`config.mk`:
```
export PLATFORM = sky130hd
export DESIGN_NAME = spc_top
export DESIGN_NICKNAME = d
export VERILOG_FILES = /design/src/design/spc_pkg.sv /design/src/design/spc_top.sv
export VERILOG_INCLUDE_DIRS = /design/src /design/src/design
export SDC_FILE = /design/constraint.sdc
export NUM_CORES = 1
export LEC_CHECK = 0
export BUFFER_PORTS_ARGS = -buffer_cell sky130_fd_sc_hd__buf_2
export CAP_MARGIN = 25
export CORE_MARGIN = 2
export CORE_UTILIZATION = 53
export DETAILED_ROUTE_END_ITERATION = 10
export HOLD_SLACK_MARGIN = 0.1
export PLACE_DENSITY = 0.68
export SLEW_MARGIN = 20
export SYNTH_ARGS = -nofsm -noshare
export SYNTH_HDL_FRONTEND = slang
export SYNTH_SLANG_ARGS = --single-unit
export TNS_END_PERCENT = 100
```
`constraint.sdc`:
```
create_clock -name pclk -period 22.7 [get_ports pclk]
set_clock_uncertainty 0.05 [all_clocks]
set_input_delay 4.54 -clock pclk [delete_from_list [all_inputs] [get_ports pclk]]
set_output_delay 4.54 -clock pclk [all_outputs]
set_load 0.02 [all_outputs]
```
`src/design/spc_cfg.svh`:
```
// Constants for the sine PWM commutation controller
`ifndef SPC_CFG_SVH
`define SPC_CFG_SVH
// Clock rates
`define SPC_PCLK_HZ 250000000
`define SPC_FOSC_HZ 5000000
`define SPC_LOCK_OSC_HZ 2000
// Carrier: 252 reference cycles per period
`define SPC_CAR_PERIOD 252
`define SPC_CAR_LAST 8'd251
`define SPC_CAR_HALF 8'd126
// Lock timer: 1024 oscillator cycles
`define SPC_LOCK_CYCLES 1024
`define SPC_LOCK_LAST 10'd1023
// 60-degree interval limit at 2.5 Hz, reference cycles (2^13 * 41)
`define SPC_SLOW_CYC (8192 * 41)
// Modulated waveform layout
`define SPC_PTS_SHIFT 5
`define SPC_PT_LAST 5'd31
`define SPC_SEG_LAST 3'd5
`define SPC_SEG_NONE 3'd7
`define SPC_ANG_FULL 10'd384
`define SPC_ANG_TWO 10'd768
`define SPC_ANG_HALF 9'd192
`define SPC_ANG_V 10'd128
`define SPC_ANG_W 10'd256
`define SPC_SIN_MID 7'd63
`define SPC_SIN_GAIN 20'd55
`define SPC_SIN_SHIFT 13
// Register offsets
`define SPC_CTRL_OFS 12'h000
`define SPC_STAT_OFS 12'h004
`define SPC_PER_OFS 12'h008
// Control fields and reset
`define SPC_CTRL_DIR 0
`define SPC_CTRL_RST 1
`define SPC_CTRL_LA_LO 2
`define SPC_CTRL_LA_HI 6
`define SPC_CTRL_INIT 32'h0000_0000
`endif

```
`src/design/spc_pkg.sv`:
```
// Types for the sine PWM commutation controller
package spc_pkg;
   typedef enum logic [1:0] {LK_WATCH, LK_OFF, LK_ON, LK_LATCH} spc_lock_t;
endpackage : spc_pkg

```
`src/design/spc_top.sv`:
```
// Commutation, sine PWM and protection logic of a three-phase motor driver
//
// Summary of operation
// Triangle carrier period is 252 reference clock cycles.
// Drive waveform leads Hall position by 0 to 29 electrical degrees.
// Three rotation pulses per electrical revolution.
// Direction detected once per electrical revolution; mode re-evaluated.
// 180 mode when direction matches select, else 120 mode.
// Below 2.5 Hz Hall frequency, 120 square wave is forced.
// Overcurrent turns outputs off; released at every carrier start.
// External reset high holds outputs off; low resumes.
// Hall all high or all low turns outputs off; retried per carrier.
// No move into 180 mode within lock time means locked, outputs off.
// Lock detect and off periods are both 1024 lock timer cycles.
// Restart select high: drive and off alternate one lock period each.
// Lock protection cancelled at 2.5 Hz with 180 mode reached.
// Restart select low: latch off until undervoltage or stop command.
// Outputs disabled while motor supply is out of range.
// Reference cycles between Hall edges measure each 60-degree interval.
// Each 60-degree segment is 32 points, each 1/32 of last interval.
// After 32 points without an edge, continue next segment same pace.
// Every Hall edge realigns the waveform, discarding a partial segment.
// Phase PWM compares modulated waveform with the carrier.
// Square 120 drive at start, sine PWM above fosc/(2^13*41*6).
// Speed command at stop level turns outputs off.
// Lead only at 2.5 Hz or more; zero in reverse 120 mode.
// All shutdown sources ORed to turn every phase off.
// Lead code has 32 steps of about 0.94 degrees.
//
// Implementation choices: the APB register port and the address map.
`timescale 1ns/1ns
`include "spc_cfg.svh"

module spc_top
   import spc_pkg::*;
#(
   parameter int REF_DIV = `SPC_PCLK_HZ / `SPC_FOSC_HZ,
   parameter int LOCK_DIV = `SPC_PCLK_HZ / `SPC_LOCK_OSC_HZ,
   parameter int SLOW_LIM = `SPC_SLOW_CYC
)
(
   // Clock and reset
   input wire logic pclk,
   input wire logic presetn,
   // APB slave
   input wire logic psel,
   input wire logic penable,
   input wire logic pwrite,
   input wire logic [11:0] paddr,
   input wire logic [31:0] pwdata,
   output logic [31:0] prdata,
   output logic pready,
   output logic pslverr,
   // Hall position inputs
   input wire logic hall_phase_u,
   input wire logic hall_phase_v,
   input wire logic hall_phase_w,
   // Comparator and protection inputs
   input wire logic current_sense_input,
   input wire logic ext_reset_in,
   input wire logic speed_command_input,
   input wire logic motor_supply_ok,
   // Phase drive and rotation pulse
   output logic [2:0] drive_high,
   output logic [2:0] drive_low,
   output logic rotation_pulse_out
);

   // ----------------------------------------
   // Functions
   // ----------------------------------------

   // Hall code to sector, illegal codes give none
   function automatic logic [2:0] spc_sector(input logic [2:0] h);
      case (h)
         3'b001: return 3'd0;
         3'b011: return 3'd1;
         3'b010: return 3'd2;
         3'b110: return 3'd3;
         3'b100: return 3'd4;
         3'b101: return 3'd5;
         default: return `SPC_SEG_NONE;
      endcase
   endfunction : spc_sector

   // Sector sum modulo six
   function automatic logic [2:0] spc_seg_add(input logic [2:0] a, input logic [2:0] b);
      logic [3:0] s;
      s = {1'b0, a} + {1'b0, b};
      return (s > {1'b0, `SPC_SEG_LAST}) ? 3'(s - 4'd6) : s[2:0];
   endfunction : spc_seg_add

   // Angle modulo one electrical turn
   function automatic logic [8:0] spc_wrap(input logic [9:0] v);
      if (v >= `SPC_ANG_TWO)
         return 9'(v - `SPC_ANG_TWO);
      if (v >= `SPC_ANG_FULL)
         return 9'(v - `SPC_ANG_FULL);
      return v[8:0];
   endfunction : spc_wrap

   // Parabolic sine, scaled onto the carrier range
   function automatic logic [6:0] spc_sine(input logic [8:0] a);
      logic [8:0] x;
      logic [15:0] s;
      logic [6:0] m;
      x = (a >= `SPC_ANG_HALF) ? a - `SPC_ANG_HALF : a;
      s = 16'(x) * 16'(`SPC_ANG_HALF - x);
      m = 7'((20'(s) * `SPC_SIN_GAIN) >> `SPC_SIN_SHIFT);
      return (a >= `SPC_ANG_HALF) ? `SPC_SIN_MID - m : `SPC_SIN_MID + m;
   endfunction : spc_sine

   // Square 120 pattern: high two sectors, float, low two, float
   function automatic logic [1:0] spc_square(input logic [2:0] seg);
      case (seg)
         3'd0, 3'd1: return 2'b10;
         3'd3, 3'd4: return 2'b01;
         default: return 2'b00;
      endcase
   endfunction : spc_square

   // ----------------------------------------
   // Registers and state
   // ----------------------------------------
   logic [31:0] ctrl;
   logic direction_select;
   logic lock_restart_select;
   logic [4:0] lead_angle_input;
   logic [15:0] ref_div_cnt;
   logic ref_tick;
   logic [16:0] lock_div_cnt;
   logic lock_tick;
   logic [7:0] car_cnt;
   logic car_start;
   logic [6:0] carrier;
   logic [2:0] hall_q;
   logic hall_armed;
   logic [2:0] hall_now;
   logic hall_edge;
   logic [2:0] new_sec;
   logic [2:0] old_sec;
   logic step_cw;
   logic det_ccw;
   logic [19:0] int_cnt;
   logic [19:0] period;
   logic slow;
   logic mode180;
   logic [14:0] step_len;
   logic [14:0] step_cnt;
   logic [4:0] point;
   logic [2:0] wave_seg;
   logic oc_latch;
   logic hall_fault;
   spc_lock_t lock_st;
   logic [9:0] lock_cnt;
   logic lock_off;
   logic off_all;
   logic [4:0] la_eff;
   logic [9:0] ang_u;
   logic [2:0] sq_v;
   logic [2:0] sq_w;
   logic [9:0] off_v;
   logic [9:0] off_w;
   logic [6:0] wave [3];
   logic [2:0] sq_seg [3];
   logic [2:0] next_high;
   logic [2:0] next_low;

   assign direction_select = ctrl[`SPC_CTRL_DIR];
   assign lock_restart_select = ctrl[`SPC_CTRL_RST];
   assign lead_angle_input = ctrl[`SPC_CTRL_LA_HI:`SPC_CTRL_LA_LO];

   // ----------------------------------------
   // APB slave, one wait state
   // ----------------------------------------

   // Answer once per access; pready low again between accesses
   always_ff @(posedge pclk or negedge presetn)
   begin
      if (!presetn)
      begin
         ctrl <= `SPC_CTRL_INIT;
         prdata <= 32'h0000_0000;
         pready <= 1'b0;
         pslverr <= 1'b0;
      end
      else if (psel && penable && !pready)
      begin
         pready <= 1'b1;
         pslverr <= 1'b0;
         prdata <= 32'h0000_0000;
         case (paddr)
            `SPC_CTRL_OFS:
            begin
               if (pwrite)
                  ctrl <= {25'h000_0000, pwdata[`SPC_CTRL_LA_HI:0]};
               else
                  prdata <= ctrl;
            end
            `SPC_STAT_OFS:
               if (!pwrite)
                  prdata <= {24'h00_0000, lock_st, det_ccw, off_all,
                             hall_fault, oc_latch, slow, mode180};
            `SPC_PER_OFS:
               if (!pwrite)
                  prdata <= {12'h000, period};
            default:
               pslverr <= 1'b1;
         endcase
      end
      else
      begin
         pready <= 1'b0;
         pslverr <= 1'b0;
      end
   end

   // ----------------------------------------
   // Clock enables
   // ----------------------------------------

   // Reference clock and lock timer oscillator as enables
   always_ff @(posedge pclk or negedge presetn)
   begin
      if (!presetn)
      begin
         ref_div_cnt <= 16'h0000;
         lock_div_cnt <= 17'h0_0000;
      end
      else
      begin
         ref_div_cnt <= ref_tick ? 16'h0000 : ref_div_cnt + 16'h0001;
         lock_div_cnt <= lock_tick ? 17'h0_0000 : lock_div_cnt + 17'h0_0001;
      end
   end
   assign ref_tick = (ref_div_cnt == 16'(REF_DIV - 1));
   assign lock_tick = (lock_div_cnt == 17'(LOCK_DIV - 1));

   // ----------------------------------------
   // Triangle carrier
   // ----------------------------------------

   // Count 0..251, fold into a 0..125 triangle
   always_ff @(posedge pclk or negedge presetn)
   begin
      if (!presetn)
         car_cnt <= 8'h00;
      else if (ref_tick)
         car_cnt <= (car_cnt == `SPC_CAR_LAST) ? 8'h00 : car_cnt + 8'h01;
   end
   assign car_start = ref_tick && (car_cnt == `SPC_CAR_LAST);
   assign carrier = (car_cnt < `SPC_CAR_HALF) ? car_cnt[6:0] : 7'(`SPC_CAR_LAST - car_cnt);

   // ----------------------------------------
   // Hall edges, direction, interval
   // ----------------------------------------
   assign hall_now = {hall_phase_u, hall_phase_v, hall_phase_w};
   assign hall_edge = hall_armed && (hall_now != hall_q); // No false edge on the first sample after reset
   assign new_sec = spc_sector(hall_now);
   assign step_cw = (new_sec == spc_seg_add(old_sec, 3'd1));

   // Edge bookkeeping; direction only refreshed on entry to sector zero
   always_ff @(posedge pclk or negedge presetn)
   begin
      if (!presetn)
      begin
         hall_q <= 3'b000;
         hall_armed <= 1'b0;
         old_sec <= 3'd0;
         det_ccw <= 1'b0;
         rotation_pulse_out <= 1'b0;
      end
      else
      begin
         hall_q <= hall_now;
         hall_armed <= 1'b1;
         if (hall_edge && new_sec != `SPC_SEG_NONE)
         begin
            old_sec <= new_sec;
            rotation_pulse_out <= !rotation_pulse_out;
            if (new_sec == 3'd0)
               det_ccw <= !step_cw;
         end
      end
   end

   // Interval counter saturates, so a stalled motor reads as slow
   always_ff @(posedge pclk or negedge presetn)
   begin
      if (!presetn)
      begin
         int_cnt <= 20'h0_0000;
         period <= 20'h0_0000;
         slow <= 1'b1;
      end
      else if (hall_edge)
      begin
         int_cnt <= 20'h0_0000;
         period <= int_cnt;
         slow <= (int_cnt >= 20'(SLOW_LIM));
      end
      else if (ref_tick && int_cnt < 20'(SLOW_LIM))
         int_cnt <= int_cnt + 20'h0_0001;
      else if (int_cnt >= 20'(SLOW_LIM))
         slow <= 1'b1;
   end

   // Mode choice: match gives 180, mismatch or slow gives 120
   always_ff @(posedge pclk or negedge presetn)
   begin
      if (!presetn)
         mode180 <= 1'b0;
      else
         mode180 <= (det_ccw == direction_select) && !slow;
   end

   // ----------------------------------------
   // Modulated waveform pacing
   // ----------------------------------------
   assign step_len = (period[19:`SPC_PTS_SHIFT] == 15'h0000) ? 15'h0001 : period[19:`SPC_PTS_SHIFT];

   // 32 points per segment, realigned on every edge
   always_ff @(posedge pclk or negedge presetn)
   begin
      if (!presetn)
      begin
         step_cnt <= 15'h0000;
         point <= 5'h00;
         wave_seg <= 3'd0;
      end
      else if (hall_edge)
      begin
         step_cnt <= 15'h0000;
         point <= 5'h00;
         wave_seg <= (new_sec == `SPC_SEG_NONE) ? wave_seg : new_sec;
      end
      else if (ref_tick)
      begin
         if (step_cnt >= step_len - 15'h0001)
         begin
            step_cnt <= 15'h0000;
            point <= point + 5'h01;
            if (point == `SPC_PT_LAST)
               wave_seg <= spc_seg_add(wave_seg, 3'd1);
         end
         else
            step_cnt <= step_cnt + 15'h0001;
      end
   end

   // ----------------------------------------
   // Protection latches
   // ----------------------------------------

   // Set wins over the carrier-start release
   always_ff @(posedge pclk or negedge presetn)
   begin
      if (!presetn)
      begin
         oc_latch <= 1'b0;
         hall_fault <= 1'b0;
      end
      else
      begin
         if (current_sense_input)
            oc_latch <= 1'b1;
         else if (car_start)
            oc_latch <= 1'b0;
         if (new_sec == `SPC_SEG_NONE)
            hall_fault <= 1'b1;
         else if (car_start)
            hall_fault <= 1'b0;
      end
   end

   // ----------------------------------------
   // Lock detection
   // ----------------------------------------

   // Watch, then either alternate off and on or latch off
   always_ff @(posedge pclk or negedge presetn)
   begin
      if (!presetn)
      begin
         lock_st <= LK_WATCH;
         lock_cnt <= 10'h000;
      end
      else
      begin
         unique case (lock_st)
            LK_WATCH:
               if (mode180)
                  lock_cnt <= 10'h000;
               else if (lock_tick)
               begin
                  lock_cnt <= lock_cnt + 10'h001;
                  if (lock_cnt == `SPC_LOCK_LAST)
                     lock_st <= lock_restart_select ? LK_OFF : LK_LATCH;
               end
            LK_OFF:
               if (lock_tick)
               begin
                  lock_cnt <= lock_cnt + 10'h001;
                  if (lock_cnt == `SPC_LOCK_LAST)
                     lock_st <= LK_ON;
               end
            LK_ON:
               if (mode180)
               begin
                  lock_cnt <= 10'h000;
                  lock_st <= LK_WATCH;
               end
               else if (lock_tick)
               begin
                  lock_cnt <= lock_cnt + 10'h001;
                  if (lock_cnt == `SPC_LOCK_LAST)
                     lock_st <= LK_OFF;
               end
            LK_LATCH:
               if (!motor_supply_ok || !speed_command_input)
               begin
                  lock_cnt <= 10'h000;
                  lock_st <= LK_WATCH;
               end
         endcase
      end
   end
   assign lock_off = (lock_st == LK_OFF) || (lock_st == LK_LATCH);

   // ----------------------------------------
   // Drive generation
   // ----------------------------------------

   // Every shutdown source forces all phases to float
   assign off_all = oc_latch || ext_reset_in || hall_fault || lock_off
                 || !motor_supply_ok || !speed_command_input;

   // Lead only in sine mode, so never in slow or reverse 120
   assign la_eff = mode180 ? lead_angle_input : 5'h00;
   assign ang_u = {1'b0, wave_seg, 6'h00} + {4'h0, point, 1'b0} + {5'h00, la_eff};
   assign off_v = direction_select ? `SPC_ANG_W : `SPC_ANG_V;
   assign off_w = direction_select ? `SPC_ANG_V : `SPC_ANG_W;
   assign wave[0] = spc_sine(spc_wrap(ang_u));
   assign wave[1] = spc_sine(spc_wrap(ang_u + off_v));
   assign wave[2] = spc_sine(spc_wrap(ang_u + off_w));
   assign sq_v = direction_select ? 3'd4 : 3'd2;
   assign sq_w = direction_select ? 3'd2 : 3'd4;
   assign sq_seg[0] = old_sec;
   assign sq_seg[1] = spc_seg_add(old_sec, sq_v);
   assign sq_seg[2] = spc_seg_add(old_sec, sq_w);

   // Sine PWM compare in 180 mode, square pattern in 120 mode
   always_comb
   begin
      next_high = 3'b000;
      next_low = 3'b000;
      for (int p = 0; p < 3; p++)
      begin
         if (off_all)
         begin
            next_high[2 - p] = 1'b0;
            next_low[2 - p] = 1'b0;
         end
         else if (mode180)
         begin
            next_high[2 - p] = (wave[p] > carrier);
            next_low[2 - p] = (wave[p] <= carrier);
         end
         else
            {next_high[2 - p], next_low[2 - p]} = spc_square(sq_seg[p]);
      end
   end

   // Registered phase outputs
   always_ff @(posedge pclk or negedge presetn)
   begin
      if (!presetn)
      begin
         drive_high <= 3'b000;
         drive_low <= 3'b000;
      end
      else
      begin
         drive_high <= next_high;
         drive_low <= next_low;
      end
   end
endmodule : spc_top

```
# Word-level counts from Yosys, hierarchy flattened
# Index checks and enable logic that the tools add are counted.
# classes
addsub,39
mul,6
order_cmp,23
eq_ne,40
muxes,98
reduce_logical,48
# ops
cell,n
$mux 9,17
$pmux 32 s3,1
$mul 16x6->20 const B,3
$mux 15,4
$mux 20,3
$sub 9x9->9 const B,6
$mul 10x10->16,3
$mux 7,5
$mux 3,11
$ge 10x10->1 const B,3
$ge 10x9->1 const B,3
$mux 1,30
$mux 10,3
$pmux 10 s3,1
$sub 8x9->10 const A,3
$ge 9x8->1 const B,3
$sub 9x8->9 const B,3
$add 6x7->7 const A,3
$eq 3x3->1 const B,7
$gt 7x7->1,3
$le 7x7->1,3
$sub 6x7->7 const A,3
$add 10x9->10,2
$add 20x1->20 const B,1
other kinds (56),130
# word_totals
ff_bits,176
in_bits,56

# Logic depth before layout (Yosys ltp)
# depth
ltp_word,18
mapped_depth,69
mapped_depth_nobuf,65

# Worst setup path after synthesis
# Ideal clock, no wire load.
# synth_path
kind,flip-flop to flip-flop
startpoint,register mode180
endpoint,register drive_low[0]
arrival_ns,14.683
t_required_ns,22.561
setup_slack_ns,7.878
stages_incl_launch_ff,65
n_path_buf,3
period_less_slack_ns,14.822
cell_sequence,dfrtp_1 -> clkbuf_1 -> clkbuf_1 -> and2_1 -> ha_1 -> fa_1 -> a211oi_4 -> nor2_1 -> xnor2_1 -> ha_1 -> inv_1 -> fa_1 -> inv_1 -> ha_1 -> a41o_1 -> or3_1 -> and3_1 -> inv_2 -> [... 29 more ...] -> a21oi_1 -> o21ai_0 -> a2111oi_0 -> nor3b_1 -> o21ai_0 -> nand2_1 -> or3b_2 -> a211o_1 -> o311a_1 -> xnor2_1 -> ha_1 -> a21o_1 -> a21oi_1 -> o21ai_0 -> o21ai_0 -> nand2_1 -> o21ai_0 -> nor3b_1
# synth_via
elab_chain_cells,18
word_cells_on_any_way,26
cone_classes,add/sub: 8; mul: 2; order compare: 4; mux: 12
# synth_rtl
item,line,text
"start, declared",spc_top.sv:147,logic mode180;
"start signal, assigned",spc_top.sv:314,mode180 <= (det_ccw == direction_select) && !slow;
$mux 5,spc_top.sv:439,assign la_eff = mode180 ? lead_angle_input : 5'h00;
$add 10x5->10,spc_top.sv:440,"assign ang_u = {1'b0, wave_seg, 6'h00} + {4'h0, point, 1'b0} + {5'h00, la_eff};"
$add 10x9->10,spc_top.sv:445,assign wave[2] = spc_sine(spc_wrap(ang_u + off_w));
$sub 9x9->9 (no source line) or $ge 10x9->1 (tied branches),--,
$mux 9 or $mux 1 (tied branches),"spc_top.sv:95, spc_top.sv:97",
$mux 9 or $mux 1 (tied branches),spc_top.sv:97,if (v >= `SPC_ANG_FULL)
$mux 9,spc_top.sv:99,return v[8:0];
$mux 9,spc_top.sv:97,
[... 3 more ...],--,
$mul 10x10->16,spc_top.sv:108,s = 16'(x) * 16'(`SPC_ANG_HALF - x);
$mul 16x6->20 (no source line),--,
$add 6x7->7 (no source line) or $sub 6x7->7 (tied branches),--,
$mux 7,spc_top.sv:110,return (a >= `SPC_ANG_HALF) ? `SPC_SIN_MID - m : `SPC_SIN_MID + m;
$le 7x7->1,spc_top.sv:467,next_low[2 - p] = (wave[p] <= carrier);
$mux 1 (*),spc_top.sv:464,else if (mode180)
$mux 1 (*),spc_top.sv:459,if (off_all)
named net next_low[0],spc_top.sv:167,logic [2:0] next_low;
"end signal, assigned",spc_top.sv:485,drive_low <= next_low;
"end, declared",spc_top.sv:65,"output logic [2:0] drive_low,"
# The timed path passes the listed nets; every way through them passes the cells marked *. The select of a mux whose other input is x is not followed.
# A chain may end at the register's enable or synchronous reset.

# Final worst setup path
# layout_path
startpoint,register ctrl[3]
endpoint,register drive_low[0]
# layout_via
elab_chain_cells,18
word_cells_on_any_way,26
cone_classes,add/sub: 8; mul: 2; order compare: 4; mux: 12
# layout_rtl
item,line,text
"start, declared",spc_top.sv:125,logic [31:0] ctrl;
"start signal, assigned",spc_top.sv:182,ctrl <= `SPC_CTRL_INIT;
"start signal, assigned",spc_top.sv:196,"ctrl <= {25'h000_0000, pwdata[`SPC_CTRL_LA_HI:0]};"
$mux 5 (*),spc_top.sv:439,
$add 10x5->10 (*),spc_top.sv:440,
$add 10x9->10 (*),spc_top.sv:445,
$sub 9x9->9 (no source line) or $ge 10x9->1 (tied branches),--,
$mux 9 or $mux 1 (tied branches),"spc_top.sv:95, spc_top.sv:97",
$mux 9 or $mux 1 (tied branches),spc_top.sv:97,
$mux 9,spc_top.sv:99,
$mux 9 (*),spc_top.sv:97,
[... 3 more ...],--,
$mul 10x10->16,spc_top.sv:108,
$mul 16x6->20 (no source line),--,
$add 6x7->7 (no source line) or $sub 6x7->7 (tied branches),--,
$mux 7 (*),spc_top.sv:110,
$le 7x7->1 (*),spc_top.sv:467,
$mux 1 (*),spc_top.sv:464,
$mux 1 (*),spc_top.sv:459,
named net next_low[0],spc_top.sv:167,
# Marks and branches as above.

==> reports/results.ini <==
[status]
status = finished, final reports clean

[grt]
grt_usage = 0.245
grt_overflow_total = 0
antenna_found_initial = 3
grt_pass1_vias = 18100
grt_max_degree = 113
grt_pass1_wl_mm = 88.1

[worst_setup_path]
arrival_ps = 17000
crit_path_end_kind = register
cp_num_buf_inv = 11
cpMaxStageDelayCell = fa_1
crit_type = register to register
slowest_delay_ps = 640
crit_fanout = 9
start_kind = register
path_delay_family = adder cells
cp.required_ps = 22970

[floorplan]
coreArea_mm2 = 0.0420
die_area_mm2 = 0.0443
die_w_um = 210
num_io_pins = 97
rows = 75
initial_utilization = 0.538
die_h_um = 210

[route]
wl_met1_mm = 22.2
detail-route-antenna-nets = 0
drc = 0
wl_per_cell_um = 16.7
num_vias = 17400
routed-wl-met2_mm = 26.6
wl_met3_mm = 2.02
wl_mm = 51.9
top_layer_used = met5
vias_per_cell = 5.60
drt_first_pass_iters = 6
drt_iter0_drc = 950

[clock_tree]
cts_sinks = 164
clock-root-buffer = clkbuf_16
cts_tree = done
worstSkewPairLatency_ps = 430
clk_pin_slew_ps = 70
clk_path_buf_depth = 2
htree_levels = 4
ctsHoldBuffers = 0
cts_buffers = 17
ctsResizeCount = 0
cts_setup_buffers = 0

[finish]
area.growth.synth_to_final_pct = 6.27
multi_input_area_mm2 = 0.0166
fin_util = 0.571
final_common_cell = inv_1
ff_latch_area_mm2 = 0.00411
drive_above_1_share = 0.0645
layout_common_cells = inv_1 (413), ha_1 (270), fa_1 (256)
num-nets-final = 3128
nFillCells = 3718

[synthesis]
synth_area_mm2 = 0.0226
synth_warnings = 0
synth_seq_area_share = 0.182
ys_async_sr_fraction = 1.00
avgSynthCellArea_um2 = 8.97
synth_edf_count = 0
ys_types = 97
yosys_most_used_dff = dfrtp_1
synth-seq-cells = 164
syn-instance-count = 2520

[sta]
max_slew_margin = 0.346
rsz0062_at_grt = false
fin_crit_sh = 0.737
setup_violations = 0
worst_pin_slew_ps = 981
finalMaxSlewViolations = 0
layout_setup_ws_ps = 5970
final_hold_viol_count = 0
fin_setup_tns_ps = 0
whs_ps = 431
fin_crit_ps = 16730
fmax_ghz = 0.0598

[placed_design]
hpwlAfterDp_mm = 41.4
io_buffers = 59
place_congestion = 0.857
pre_cts_slack_ps = 6060

[hold_path]
hold_class = register to register

[run]
maxCapViolCount = 0

[cell usage after synthesis, types with 9 or more instances]
cell | instances | area [um2]
nor2b_1 | 29 | 181
and3_1 | 25 | 156
o21ai_0 | 84 | 420
nor4_1 | 16 | 100
clkbuf_1 | 56 | 210
nand3_1 | 63 | 315
inv_1 | 413 | 1550
a41oi_1 | 9 | 78.8
xnor2_1 | 117 | 1020
a211oi_1 | 10 | 75.1
fa_1 | 256 | 5120
ha_1 | 270 | 3380
and2_1 | 25 | 156
a22o_1 | 21 | 184
nand4_1 | 29 | 181
or3_1 | 15 | 93.8
nor3_1 | 31 | 155
mux2i_1 | 16 | 160
buf_4 | 13 | 97.6
o21a_1 | 28 | 210
o211ai_1 | 13 | 97.6
a21oi_1 | 82 | 410
a31oi_1 | 16 | 100
o22ai_1 | 13 | 81.3
or2_2 | 22 | 138
nor2_1 | 218 | 818
a21o_1 | 24 | 180
dfrtp_1 | 163 | 4080
xor2_1 | 62 | 543
nand2_1 | 195 | 732
nand2b_1 | 31 | 194
[layer usage]
layer / vias up / global-route usage
li1: 8302 / -
met1: 8593 / 0.315
met2: 400 / 0.441
met3: 71 / 0.0270
met4: 2 / 0.0656
met5: - / 0
[registers in the layout, summed over array words and instances (netlist names), 2 cells and up]
| register | flops |
|---|---|
| int_cnt | 20 |
| period | 20 |
| prdata | 20 |
| lock_div_cnt | 17 |
| ref_div_cnt | 16 |
| step_cnt | 15 |
| lock_cnt | 10 |
| car_cnt | 8 |
| ctrl | 7 |
| point | 5 |
| drive_high | 3 |
| drive_low | 3 |
| hall_q | 3 |
| old_sec | 3 |
| wave_seg | 3 |
| lock_st | 2 |
[logic make-up after synthesis]
logic type | count (synthesis) | synth area share
and+or+nand+nor | 745 | 0.160
adders and majority gates | 526 | 0.376
buffers and inverters | 498 | 0.0850
AOI/OAI and AO/OA | 378 | 0.114
xor gates and xnor gates | 181 | 0.0713
DFF | 164 | 0.182
muxes | 26 | 0.0122
other | 2 | 0.000332
[layout make-up]
| class | count | area share |
|---|---|---|
| clock inverters | 12 | 0.00594 |
| repair buffers | 74 | 0.0173 |
| well taps | 539 | 0.0281 |
| inverters | 419 | 0.0655 |
| diodes | 2 | 0.000208 |
| clock buffers | 20 | 0.0190 |
| flip-flops and latches | 164 | 0.171 |
| multi-input cells | 1870 | 0.693 |
[through the flow]
| stage | cell area [um2] | std cells |
|---|---|---|
| after floorplan | 22600 | 2532 |
| after global placement | 23400 | 3064 |
| after detailed placement | 23400 | 3064 |
| after CTS | 24000 | 3096 |
| after global routing | 24000 | 3099 |
| final | 24000 | 3100 |
[final timing paths]
check,startpoint,end,slack [ps],cells past startpoint
min in group asynchronous,presetn,lock_div_cnt[13]$_DFF_PN0_,4180,1
max reg2reg,ctrl[3]$_DFFE_PN0P_,drive_low[0]$_DFF_PN0_,5970,61
max in group asynchronous,presetn,step_cnt[6]$_DFFE_PN0P_,17210,2
max,ctrl[3]$_DFFE_PN0P_,drive_low[0]$_DFF_PN0_,5970,61
min,rotation_pulse_out$_DFFE_PN0P_,rotation_pulse_out$_DFFE_PN0P_,430,1
min reg2reg,rotation_pulse_out$_DFFE_PN0P_,rotation_pulse_out$_DFFE_PN0P_,430,1
Power is left out: the tool's default activity adds up to more than one toggle a clock period on the data nets, which glitch-free logic cannot reach.
